--- src/hw/oms_defs.svh ---
// operating mode sequencer constants: timing figures and derived cycle counts
// assumes a 10 MHz core clock; times in ns, counts rounded down (longest times)
`ifndef OMS_DEFS_SVH
`define OMS_DEFS_SVH
`define OMS_CLK_NS          100
`define OMS_T_RST_NOLS_NS   1500000
`define OMS_T_RST_RO_NS     7000000
`define OMS_T_RST_XO_NS     94000000
`define OMS_T_STBY_NOLS_NS  420000
`define OMS_T_STBY_RO_NS    6200000
`define OMS_T_STBY_XO_NS    93000000
`define OMS_T_SLP_NS        420000
`define OMS_T_ARX_CH_NS     125000
`define OMS_T_ARX_NS        61000
`define OMS_T_ATX_CH_NS     131000
`define OMS_T_ATX_NS        67000
`define OMS_T_TURN_NS       150000
`define OMS_CYC(t)          ((t) / `OMS_CLK_NS)
`define OMS_SEQ_LAT         4
`define OMS_CNT_W           20
`define OMS_PWR_W           5
`define OMS_PWR_MIN         5'h00
`define OMS_PWR_MAX         5'h1a
`define OMS_LINK_DIV        4
`define OMS_DIV_W           3
`define OMS_CMD_W           8
`define OMS_CMD_FW          8'ha5
`define OMS_CMD_WAKE        8'h01
`endif

--- src/hw/oms_pkg.sv ---
// operating mode sequencer types used by the device end
package oms_pkg;
	typedef enum logic [6:0] {
		OMS_RESET   = 7'h01,
		OMS_BOOT    = 7'h02,
		OMS_STANDBY = 7'h04,
		OMS_SLEEP   = 7'h08,
		OMS_ACTIVE  = 7'h10,
		OMS_RX      = 7'h20,
		OMS_TX      = 7'h40
	} oms_state_t;
	typedef enum logic [1:0] {
		OMS_LS_NONE = 2'h0,
		OMS_LS_RO   = 2'h1,
		OMS_LS_XO   = 2'h2
	} oms_ls_t;
endpackage

--- src/hw/oms_link_if.sv ---
// host command link: serial slave pins plus data-ready interrupt
// miso is driven at all times and miso_oe tells whether the pin would drive; nothing resolves the wire
`timescale 1ns/1ps
`default_nettype none
interface oms_link_if;
	logic chip_select_n;
	logic sclk;
	logic mosi;
	logic miso;
	logic miso_oe;
	logic irq;
	logic irq_oe;
	modport dev (input chip_select_n, input sclk, input mosi, output miso, output miso_oe,
		output irq, output irq_oe);
	modport host (output chip_select_n, output sclk, output mosi, input miso, input miso_oe,
		input irq, input irq_oe);
endinterface
`default_nettype wire

--- src/hw/oms_device.sv ---
// device end: operating mode sequencer with serial slave command port
// assumes link pins arrive asynchronously and are synchronised here
`timescale 1ns/1ps
`default_nettype none
`include "oms_defs.svh"
// Overview of operation
// - reset pin forces reset from anywhere
// - reset state powers everything down, clears registers
// - reset release boots straight to active
// - reset-to-active within 1.5/7/94 ms budget
// - sleep: one low-speed oscillator, retention kept
// - second memory bank off in sleep optionally
// - sleep wake timer expiry goes active
// - host serial activity wakes from sleep
// - sleep-to-active within 0.42 ms
// - standby: no low-speed clock, host wake only
// - standby-to-active within 0.42/6.2/93 ms
// - active: core, high-speed oscillator on; radio off
// - radio states: synthesizer plus one chain
// - active-to-receive within 125 or 61 us
// - active-to-transmit within 131 or 67 us
// - receive/transmit turnaround within 150 us
// - transmit power programmable -18 to +8 dBm
// - serial slave link, host clock max 8 MHz
// - firmware reprogram command over serial link
// - serial pins high impedance in low power
// - interrupt output flags data waiting
module oms_device (
	input  wire logic                   ref_clk,
	input  wire logic                   srst,
	oms_link_if.dev                     link,
	input  wire logic                   ls_present,
	input  wire logic                   ls_is_xo,
	input  wire logic                   req_sleep,
	input  wire logic                   req_standby,
	input  wire logic                   bank2_off_sel,
	input  wire logic [`OMS_CNT_W-1:0] sleep_ticks,
	input  wire logic                   req_rx,
	input  wire logic                   req_tx,
	input  wire logic                   radio_done,
	input  wire logic                   chan_change,
	input  wire logic [`OMS_PWR_W-1:0] tx_power,
	input  wire logic                   tx_data_pending,
	output logic [6:0]                  state,
	output logic                        ldo_on,
	output logic                        ls_ro_on,
	output logic                        ls_xo_on,
	output logic                        hs_osc_on,
	output logic                        core_on,
	output logic                        bank2_on,
	output logic                        synth_on,
	output logic                        rx_chain_on,
	output logic                        tx_chain_on,
	output logic [`OMS_PWR_W-1:0]      power_amplifier,
	output logic                        fw_update,
	output logic                        settled
);
	oms_pkg::oms_state_t st_q, st_d;
	logic [2:0] cs_sync_q, clk_sync_q, mosi_sync_q;
	logic [`OMS_CMD_W-1:0] sh_q;
	logic [2:0] bit_q;
	logic miso_q, miso_oe_q, irq_q, irq_oe_q, fw_q, settled_q;
	logic ldo_q, ro_q, xo_q, hs_q, core_q, b2_q, syn_q, rxc_q, txc_q;
	logic [`OMS_PWR_W-1:0] pa_q;
	logic t_load;
	logic [`OMS_CNT_W-1:0] t_val;
	logic t_done, w_done, w_load;
	logic pend_rx_q, pend_tx_q;

	// stage 0 feeds stage 1 only; edges are found on stages 1 and 2
	always_ff @(posedge ref_clk) begin
		cs_sync_q   <= {cs_sync_q[1:0], link.chip_select_n};
		clk_sync_q  <= {clk_sync_q[1:0], link.sclk};
		mosi_sync_q <= {mosi_sync_q[1:0], link.mosi};
	end
	wire cs_act   = !cs_sync_q[1];
	wire host_act = !cs_sync_q[1] && cs_sync_q[2];
	wire sclk_re  = clk_sync_q[1] && !clk_sync_q[2] && cs_act;
	wire byte_end = sclk_re && (bit_q == 3'h7);
	wire [`OMS_CMD_W-1:0] rx_byte = {sh_q[`OMS_CMD_W-2:0], mosi_sync_q[1]};
	wire low_pwr  = (st_d == oms_pkg::OMS_SLEEP) || (st_d == oms_pkg::OMS_STANDBY) ||
		(st_d == oms_pkg::OMS_RESET);

	// budgets are the documented maxima, crystal ones divided by 256; wake occurs when a boot or wake budget runs out, radio entry does not wait
	wire [`OMS_CNT_W-1:0] boot_cyc = !ls_present ? `OMS_CNT_W'(`OMS_CYC(`OMS_T_RST_NOLS_NS)) :
		ls_is_xo ? `OMS_CNT_W'(`OMS_CYC(`OMS_T_RST_XO_NS) >> 8) :
		`OMS_CNT_W'(`OMS_CYC(`OMS_T_RST_RO_NS));
	wire [`OMS_CNT_W-1:0] stby_cyc = !ls_present ? `OMS_CNT_W'(`OMS_CYC(`OMS_T_STBY_NOLS_NS)) :
		ls_is_xo ? `OMS_CNT_W'(`OMS_CYC(`OMS_T_STBY_XO_NS) >> 8) :
		`OMS_CNT_W'(`OMS_CYC(`OMS_T_STBY_RO_NS));
	wire [`OMS_CNT_W-1:0] rx_cyc = chan_change ? `OMS_CNT_W'(`OMS_CYC(`OMS_T_ARX_CH_NS)) :
		`OMS_CNT_W'(`OMS_CYC(`OMS_T_ARX_NS));
	wire [`OMS_CNT_W-1:0] tx_cyc = chan_change ? `OMS_CNT_W'(`OMS_CYC(`OMS_T_ATX_CH_NS)) :
		`OMS_CNT_W'(`OMS_CYC(`OMS_T_ATX_NS));

	// trimmed so pin sync plus state entry and exit still land inside the budget
	wire [`OMS_CNT_W-1:0] t_val_trim = t_val - `OMS_CNT_W'(`OMS_SEQ_LAT);

	oms_timer u_budget (
		.ref_clk  (ref_clk),
		.srst     (srst),
		.load     (t_load),
		.load_val (t_val_trim),
		.done     (t_done)
	);
	oms_timer u_wake (
		.ref_clk  (ref_clk),
		.srst     (srst),
		.load     (w_load),
		.load_val (sleep_ticks),
		.done     (w_done)
	);

	wire go_rx = req_rx && (st_q == oms_pkg::OMS_ACTIVE || st_q == oms_pkg::OMS_TX);
	wire go_tx = req_tx && (st_q == oms_pkg::OMS_ACTIVE || st_q == oms_pkg::OMS_RX);
	assign w_load = (st_q == oms_pkg::OMS_ACTIVE) && req_sleep && !req_standby;

	// boot and wake share the budget timer; settled marks resource-ready
	always_comb begin
		st_d   = st_q;
		t_load = 1'b0;
		t_val  = boot_cyc;
		case (st_q)
			oms_pkg::OMS_RESET: begin
				st_d   = oms_pkg::OMS_BOOT;
				t_load = 1'b1;
			end
			oms_pkg::OMS_BOOT: begin
				if (t_done && settled_q) begin
					st_d = oms_pkg::OMS_ACTIVE;
				end
			end
			oms_pkg::OMS_STANDBY: begin
				if (host_act) begin
					st_d   = oms_pkg::OMS_BOOT;
					t_load = 1'b1;
					t_val  = stby_cyc;
				end
			end
			oms_pkg::OMS_SLEEP: begin
				if (w_done || host_act) begin
					st_d   = oms_pkg::OMS_BOOT;
					t_load = 1'b1;
					t_val  = `OMS_CNT_W'(`OMS_CYC(`OMS_T_SLP_NS));
				end
			end
			oms_pkg::OMS_ACTIVE: begin
				if (req_standby) begin
					st_d = oms_pkg::OMS_STANDBY;
				end else if (req_sleep) begin
					st_d = ls_present ? oms_pkg::OMS_SLEEP : oms_pkg::OMS_STANDBY;
				end else if (go_rx || go_tx) begin
					st_d   = go_tx ? oms_pkg::OMS_TX : oms_pkg::OMS_RX;
					t_load = 1'b1;
					t_val  = go_tx ? tx_cyc : rx_cyc;
				end
			end
			oms_pkg::OMS_RX, oms_pkg::OMS_TX: begin
				if (radio_done) begin
					st_d = oms_pkg::OMS_ACTIVE;
				end else if ((st_q == oms_pkg::OMS_RX) ? go_tx : go_rx) begin
					st_d   = (st_q == oms_pkg::OMS_RX) ? oms_pkg::OMS_TX : oms_pkg::OMS_RX;
					t_load = 1'b1;
					t_val  = `OMS_CNT_W'(`OMS_CYC(`OMS_T_TURN_NS));
				end
			end
			default: begin
				st_d = oms_pkg::OMS_RESET;
			end
		endcase
	end

	wire in_radio = (st_d == oms_pkg::OMS_RX) || (st_d == oms_pkg::OMS_TX);
	wire running  = (st_d == oms_pkg::OMS_ACTIVE) || in_radio || (st_d == oms_pkg::OMS_BOOT);
	wire [`OMS_PWR_W-1:0] pa_clip = (tx_power > `OMS_PWR_MAX) ? `OMS_PWR_MAX : tx_power;

	always_ff @(posedge ref_clk) begin
		if (srst) begin
			st_q      <= oms_pkg::OMS_RESET;
			{ldo_q, ro_q, xo_q, hs_q, core_q, b2_q, syn_q, rxc_q, txc_q} <= '0;
			pa_q      <= `OMS_PWR_MIN;
			sh_q      <= '0;
			bit_q     <= '0;
			{miso_q, miso_oe_q, irq_q, irq_oe_q, fw_q, settled_q} <= '0;
		end else begin
			st_q      <= st_d;
			settled_q <= (st_d == oms_pkg::OMS_BOOT) ? 1'b1 : settled_q && running;
			ldo_q     <= (st_d != oms_pkg::OMS_RESET);
			hs_q      <= running;
			core_q    <= running;
			ro_q      <= ls_present && !ls_is_xo && (st_d != oms_pkg::OMS_STANDBY);
			xo_q      <= ls_present && ls_is_xo && (st_d != oms_pkg::OMS_STANDBY);
			b2_q      <= !(low_pwr && bank2_off_sel) && (st_d != oms_pkg::OMS_RESET);
			syn_q     <= in_radio;
			rxc_q     <= (st_d == oms_pkg::OMS_RX);
			txc_q     <= (st_d == oms_pkg::OMS_TX);
			pa_q      <= (st_d == oms_pkg::OMS_TX) ? pa_clip : pa_q;
			if (!cs_act) begin
				bit_q <= '0;
			end else if (sclk_re) begin
				bit_q <= bit_q + 3'h1;
				sh_q  <= rx_byte;
			end
			if (byte_end && rx_byte == `OMS_CMD_FW && running) begin
				fw_q <= 1'b1;
			end
			miso_q    <= tx_data_pending;
			miso_oe_q <= cs_act && !low_pwr;
			irq_q     <= tx_data_pending && !low_pwr;
			irq_oe_q  <= !low_pwr;
		end
	end

	assign state           = st_q;
	assign ldo_on          = ldo_q;
	assign ls_ro_on        = ro_q;
	assign ls_xo_on        = xo_q;
	assign hs_osc_on       = hs_q;
	assign core_on         = core_q;
	assign bank2_on        = b2_q;
	assign synth_on        = syn_q;
	assign rx_chain_on     = rxc_q;
	assign tx_chain_on     = txc_q;
	assign power_amplifier = pa_q;
	assign fw_update       = fw_q;
	assign settled         = settled_q;
	assign link.miso       = miso_q;
	assign link.miso_oe    = miso_oe_q;
	assign link.irq        = irq_q;
	assign link.irq_oe     = irq_oe_q;
endmodule
`default_nettype wire

--- src/hw/oms_timer.sv ---
// down-counter used for transition budgets and the sleep wake timer
// assumes load comes from logic on the same clock
`timescale 1ns/1ps
`default_nettype none
`include "oms_defs.svh"
module oms_timer (
	input  wire logic                   ref_clk,
	input  wire logic                   srst,
	input  wire logic                   load,
	input  wire logic [`OMS_CNT_W-1:0] load_val,
	output logic                        done
);
	logic [`OMS_CNT_W-1:0] cnt_q;
	always_ff @(posedge ref_clk) begin
		if (srst || load) begin
			cnt_q <= srst ? '0 : load_val;
		end else if (cnt_q != '0) begin
			cnt_q <= cnt_q - `OMS_CNT_W'(1);
		end
	end
	assign done = (cnt_q == '0) && !load;
endmodule
`default_nettype wire

--- src/flat_wrapper.sv ---
// flat-port wrapper written by rule: the top's interface ports become plain ports
module oms_device_flat 
  (ref_clk, srst, ls_present, ls_is_xo, req_sleep, req_standby, bank2_off_sel, sleep_ticks, req_rx, req_tx, radio_done, chan_change, tx_power, tx_data_pending, state, ldo_on, ls_ro_on, ls_xo_on, hs_osc_on, core_on, bank2_on, synth_on, rx_chain_on, tx_chain_on, power_amplifier, fw_update, settled, link_chip_select_n, link_sclk, link_mosi, link_miso, link_miso_oe, link_irq, link_irq_oe);
  oms_link_if link_i ();
  input  wire logic ref_clk;
  input  wire logic srst;
  input  wire logic ls_present;
  input  wire logic ls_is_xo;
  input  wire logic req_sleep;
  input  wire logic req_standby;
  input  wire logic bank2_off_sel;
  input  wire logic [`OMS_CNT_W-1:0] sleep_ticks;
  input  wire logic req_rx;
  input  wire logic req_tx;
  input  wire logic radio_done;
  input  wire logic chan_change;
  input  wire logic [`OMS_PWR_W-1:0] tx_power;
  input  wire logic tx_data_pending;
  output logic [6:0] state;
  output logic ldo_on;
  output logic ls_ro_on;
  output logic ls_xo_on;
  output logic hs_osc_on;
  output logic core_on;
  output logic bank2_on;
  output logic synth_on;
  output logic rx_chain_on;
  output logic tx_chain_on;
  output logic [`OMS_PWR_W-1:0] power_amplifier;
  output logic fw_update;
  output logic settled;
  input wire logic [$bits(link_i.chip_select_n)-1:0] link_chip_select_n;
  input wire logic [$bits(link_i.sclk)-1:0] link_sclk;
  input wire logic [$bits(link_i.mosi)-1:0] link_mosi;
  output wire logic [$bits(link_i.miso)-1:0] link_miso;
  output wire logic [$bits(link_i.miso_oe)-1:0] link_miso_oe;
  output wire logic [$bits(link_i.irq)-1:0] link_irq;
  output wire logic [$bits(link_i.irq_oe)-1:0] link_irq_oe;
  assign link_i.chip_select_n = link_chip_select_n;
  assign link_i.sclk = link_sclk;
  assign link_i.mosi = link_mosi;
  assign link_miso = link_i.miso;
  assign link_miso_oe = link_i.miso_oe;
  assign link_irq = link_i.irq;
  assign link_irq_oe = link_i.irq_oe;
  oms_device u_core (.ref_clk(ref_clk), .srst(srst), .link(link_i), .ls_present(ls_present), .ls_is_xo(ls_is_xo), .req_sleep(req_sleep), .req_standby(req_standby), .bank2_off_sel(bank2_off_sel), .sleep_ticks(sleep_ticks), .req_rx(req_rx), .req_tx(req_tx), .radio_done(radio_done), .chan_change(chan_change), .tx_power(tx_power), .tx_data_pending(tx_data_pending), .state(state), .ldo_on(ldo_on), .ls_ro_on(ls_ro_on), .ls_xo_on(ls_xo_on), .hs_osc_on(hs_osc_on), .core_on(core_on), .bank2_on(bank2_on), .synth_on(synth_on), .rx_chain_on(rx_chain_on), .tx_chain_on(tx_chain_on), .power_amplifier(power_amplifier), .fw_update(fw_update), .settled(settled));
endmodule
--- config.mk ---
export PLATFORM = sky130hd
export DESIGN_NAME = oms_device_flat
export DESIGN_NICKNAME = d
export VERILOG_FILES = /design/src/hw/oms_pkg.sv /design/src/hw/oms_link_if.sv /design/src/hw/oms_device.sv /design/src/hw/oms_timer.sv /design/src/flat_wrapper.sv
export VERILOG_INCLUDE_DIRS = /design/src /design/src/hw
export SDC_FILE = /design/constraint.sdc
export NUM_CORES = 1
export LEC_CHECK = 0
export BUFFER_PORTS_ARGS = -buffer_cell sky130_fd_sc_hd__buf_2
export CAP_MARGIN = 20
export CORE_MARGIN = 5
export CORE_UTILIZATION = 60
export DETAILED_ROUTE_END_ITERATION = 12
export PLACE_DENSITY = 0.84
export SLEW_MARGIN = 5
export SYNTH_ARGS = -nofsm -noshare
export SYNTH_HDL_FRONTEND = slang
export SYNTH_SLANG_ARGS = --single-unit
--- constraint.sdc ---
create_clock -name ref_clk -period 5 [get_ports ref_clk]
set_clock_uncertainty 0.2 [all_clocks]
set_input_delay 0.5 -clock ref_clk [delete_from_list [all_inputs] [get_ports ref_clk]]
set_output_delay 0.5 -clock ref_clk [all_outputs]
set_load 0.02 [all_outputs]
# Yosys cells after proc, flatten, opt, wreduce, memory -nomap -nowiden
# Index checks and enable logic that the tools add are counted.
# totals
regBits	84
latchBits	0
ram_bits	0
romBits	0
inputBits	40
wordCells	141
mem_count	0
# classes
n_addsub	4
multipliers	0
div_mod_pow	0
magnitude_cmp	1
eq_ne	18
shift	0
muxes	44
bitwise_logic	1
n_reduce_logical	50
# ops
op	count
2-to-1 mux 20 bit	16
one-hot mux 20 bit (4 select lines)	1
2-to-1 mux 7 bit	10
one-hot mux 7 bit (6 select lines)	1
logical NOT 20 bit	2
nonzero test 20 bit	2
subtractor 20 x 1 -> 20 bit, second input constant	2
logical AND 1 bit	22
2-to-1 mux 11 bit	2
subtractor 20 x 3 -> 20 bit, second input constant	1
2-to-1 mux 17 bit	1
2-to-1 mux 16 bit	1
equality test 7 x 1 -> 1 bit, second input constant	2
equality test 7 x 2 -> 1 bit, second input constant	2
equality test 7 x 3 -> 1 bit, second input constant	2
equality test 7 x 4 -> 1 bit, second input constant	2
equality test 7 x 5 -> 1 bit, second input constant	2
equality test 7 x 6 -> 1 bit, second input constant	2
equality test 7 bit, second input constant	2
logical OR 1 bit	11
2-to-1 mux 1 bit	9
equality test 8 bit, second input constant	1
logical NOT 1 bit	8
inequality test 7 x 1 -> 1 bit, second input constant	1
11 further kinds	13

# Longest topological paths before layout
# logic_depth
depth_word	19
ltp_mapped	11
depth_no_buf	10

# By module
# A second synthesis with hierarchy kept.
# hier_totals
cells_unflattened	574
area_unflattened_um2	5236.3
# by_module_without_submodules
module	instances	cells_per_inst	area_each_um2
oms_device	1	306	2581.2
oms_timer at u_core.u_budget	1	132	1327.5
oms_timer at u_core.u_wake	1	136	1327.5

# Worst setup path before layout
# No wires, ideal clock.
# synth_path
path_kind	flip-flop to flip-flop
from	reg u_core.u_wake.cnt_q[8]
to	reg u_core.u_budget.cnt_q[0] (enable)
setup_ns	0.380
arrival_ns	2.566
t_required_ns	4.420
path_slack_ns	1.854
stages_incl_launch_ff	8
n_path_buf	2
period_less_slack_ns	3.146
cell_sequence	edfxtp_1 or4_4 or3_1 buf_2 o31ai_4 nor3_2 buf_4 nand3_1
# synth_via
elab_chain_len	7
# synth_lines
item	line	source
start: declaration	oms_timer.sv:13	logic [`OMS_CNT_W-1:0] cnt_q;
start signal: assignment	oms_timer.sv:16	cnt_q <= srst ? '0 : load_val;
start signal: assignment	oms_timer.sv:18	cnt_q <= cnt_q - `OMS_CNT_W'(1);
logical NOT 20 bit	oms_timer.sv:21	assign done = (cnt_q == '0) && !load;
logical AND 1 bit	oms_timer.sv:21	
logical OR 1 bit	oms_device.sv:141	if (w_done || host_act) begin
2-to-1 mux 1 bit	oms_device.sv:141	
one-hot mux 1 bit (5 select lines)	oms_device.sv:123	case (st_q)
logical OR 1 bit	oms_timer.sv:15	if (srst || load) begin
nonzero test 2 bit (no line)	n/a	
end signal: assignment	oms_timer.sv:16	
end signal: assignment	oms_timer.sv:18	
end: declaration	oms_timer.sv:13	
# No other way between the ends.
# A chain may end at the register's enable or synchronous reset.

# Worst setup path after layout
# layout_path
from	reg u_core.u_wake.cnt_q[8]
to	reg u_core.u_budget.cnt_q[1] (enable)
# Same word-level chain as after synthesis.

==> qor.csv <==
metric;value;unit
status;complete, no violations;
die-height;101;microns
timing.critical_path.to_type;flop;
synth_seq_area_share;0.423;
crit_path_top_delay_cell;nand3_1;
n_antenna_cell;0;
cts_tree;built;
final-max-slew-violation-count;0;
timing.slew.headroom;0.337;
syn-mean-instance-area;9.62;sq um
cts_max_path_buffers;2;
num_io_pins;67;
detail_route.first_pass.iterations;5;
crit_path_max_cell_delay;0.71;ns
timing.reg2reg.setup_slack;1.52;ns
worst_supply_voltage_drop_on_vdd;0.000231;V
grt.total_usage;0.231;
postSynth.asyncResetShare;0;
timing.critical_path.fanout_max;24;
grt_antenna_before_repair;0;
reg2reg_depth;6;
period_minus_slack;3.48;ns
max_slew.worst_pin.slew;0.992;ns
grt_pass1_vias;3948;
final_critical_path_setup_slack;1.52;ns
port_buffers;66;
cts_resized;0;
drc;0;
synth_ff_type;dfxtp_1;
synthCells;512;
leakagePower;2.11;nW
count_of_synthesis_stage_warnings_from_yosys;0;
synth_top_cells_by_area;edfxtp_1 (24%), dfxtp_1 (18%), nor2_1 (5.1%);
grt_setup_unrepaired;false;
cts_num_sinks;84;
pre_cts_slack;1.55;ns
drt_first_iter_violations;252;
hold_path_startpoint;link_chip_select_n;
grt_first_pass_wirelength;18.8;mm
layout-drive-gt1-share;0.206;
syn-cell-area;4930;sq um
crit_arrival;3.28;ns
fin_crit_sh;0.697;
tightest_hold_margin;0.0278;ns
filler_cell_count;654;
die-area;10100;sq um
clockRootBuffer;clkbuf_8;
regArea;2080;sq um
gpl.final_weighted_congestion;0.969;
antenna_left;0;
min_delay_worst_type;input port to flop;
layout.cells.most_common_list;nor2_1 (67), buf_2 (66), dfxtp_1 (44), edfxtp_1 (40), nand2_1 (32);
yosys.area.top_type;edfxtp_1;
synth.top_cell.area_share;0.244;
setup_viol;0;
nets_finish;614;
total_power;2.31;mW
clock.fmax;0.287;GHz
avgViaCountPerCell;6.07;
critical_path.reg2reg.endpoint;u_core.u_budget.cnt_q[1]$_DFFE_PP_;
min_to;u_core.cs_sync_q[0]$_DFF_P_;
yosys_register_bits;84;
regToRegStartpoint;u_core.u_wake.cnt_q[8]$_DFFE_PP_;
timing.critical_path.cells;or4_4 -> or3_1 -> o31ai_4 -> nor3_2 -> buf_4 -> nand3_1;
placed_cells_incl_taps;657;
starting_density_of_the_core;0.609;
worst_hold_path.num_cells;1;
worst_skew_pair.late_latency;0.37;ns
data_required_time_of_the_critical_path;4.79;ns
post_layout_nonfiller_instances;673;
final_hold_viol_count;0;
buffers_inserted_during_post_cts_setup_optimization;0;
final.setup.tns;0;ns
routed_wl;11.3;mm
power_density;425;nW/um^2
synth.lib_cells_used.distinct;71;
synth-edff-count;40;
routedWlPerCell;16.8;microns
floorplan.rows;33;
globalRouteOverflowTotal;0;
most_common_cell_after_layout_fill_and_taps_aside;nor2_1;
area.growth.synth_to_final;10.3;%
grt_start_max_net_pins;42;
place_hpwl;8.23;mm
area_of_combinational_cells_with_multiple_inputs;2610;sq um
holdBufCountCts;0;
core_area;8090;sq um
cts_buffers;9;
floorplan.die.width;101;microns
worstSetupPathType;flop to flop;
cts_max_level;3;
via_count;4083;
path_clk_slew;0.09;ns
worst_setup_path_start_kind;flop;
syn_nets;563;
cap_violations;0;
## where the power goes
group / internal [mW] / leakage [nW] / switching [mW] / total (mW)
logic: 0.345 / 1.18 / 0.469 / 0.814
clock network: 0.214 / 0.0986 / 0.265 / 0.480
registers: 0.892 / 0.833 / 0.124 / 1.02
total: 1.45 / 2.11 / 0.858 / 2.31
## per-layer routing
metal | global-route usage | wire length, microns | up-vias
met5 | 0 | 0 | -
li1 | - | - | 1986
met1 | 0.290 | 4730 | 1887
met4 | 0.0943 | 320 | 0
met3 | 0.0512 | 748 | 31
met2 | 0.383 | 5540 | 179
## flip-flops by register name, indices dropped and copies added, names as in the netlist, 2 cells and up
register and cells:
u_core.cs_sync_q 3, u_core.power_amplifier 5, u_core.sh_q 7, u_core.bit_q 3, u_core.u_budget.cnt_q 20, u_core.clk_sync_q 3
u_core.state 7, u_core.u_wake.cnt_q 20, u_core.mosi_sync_q 2
## Yosys cell counts (3+ instances only)
cell type	instances
xnor2_1	25
inv_1	17
nor2_1	67
and2_1	7
nand4_1	3
nor4_1	11
o2111ai_1	3
a311oi_1	3
nor3b_1	4
or4_1	3
buf_1	3
edfxtp_1	40
a21o_1	3
nand2_1	32
buf_6	6
o211ai_1	8
nand2b_1	5
a21oi_1	13
ha_1	11
xor2_1	14
dfxtp_1	44
nor2b_1	9
o31ai_4	3
or2_2	4
nand3b_1	5
o21ai_0	15
o21a_1	3
buf_2	6
nor3_1	26
a31oi_1	7
mux2i_1	16
nand3_1	9
clkbuf_1	12
a211oi_1	18
a221oi_1	3
a211oi_2	10
## critical path: cells and delay by family, from the launching register on
family                 cells  cell delay (ns)
buffers and inverters      1             0.25
AO/OA/AOI/OAI              1             0.34
flip-flops                 1             0.46
AND/OR/NAND/NOR            4             1.84
## per-stage QoR
stage               instance area [sq um]   util
finish                               5430  0.671
global placement                     5240  0.648
floorplan                            4930      -
CTS                                  5430  0.671
global route                         5430  0.671
detailed placement                   5240  0.648
## final cells by class
cell class / instances / area share
clock buffer: 10 / 0.0274
clock inverter: 6 / 0.00806
inverter: 17 / 0.0117
multi-input combinational: 382 / 0.481
sequential: 84 / 0.383
tap: 105 / 0.0242
timing repair buffer: 69 / 0.0649
## logic make-up (layout without fill, tap and decap cells)
family / count (synthesis) / in the layout / share of synthesized area
fa+ha+maj: 11 / 11 / 0.0279
flops: 84 / 84 / 0.423
xor+xnor: 39 / 39 / 0.0693
buf+inv: 46 / 102 / 0.0472
compound gates: 107 / 107 / 0.178
mux: 16 / 16 / 0.0325
simple gates: 209 / 209 / 0.223
## worst max-delay path by stage
stage,from,slack (ns),cells past startpoint,endpoint
finish,u_core.u_wake.cnt_q[8]$_DFFE_PP_,1.52,6,u_core.u_budget.cnt_q[1]$_DFFE_PP_
global route,u_core.state[5]$_SDFF_PP0_,1.29,8,u_core.u_budget.cnt_q[4]$_DFFE_PP_
CTS,u_core.u_wake.cnt_q[8]$_DFFE_PP_,1.52,6,u_core.u_budget.cnt_q[3]$_DFFE_PP_
detailed placement,u_core.u_wake.cnt_q[8]$_DFFE_PP_,1.55,6,u_core.u_budget.cnt_q[4]$_DFFE_PP_
global placement,u_core.u_wake.cnt_q[8]$_DFFE_PP_,1.61,6,u_core.u_budget.cnt_q[3]$_DFFE_PP_
floorplan,u_core.u_wake.cnt_q[8]$_DFFE_PP_,1.85,7,u_core.u_budget.cnt_q[0]$_DFFE_PP_
Power figures use the tool's default switching activity.
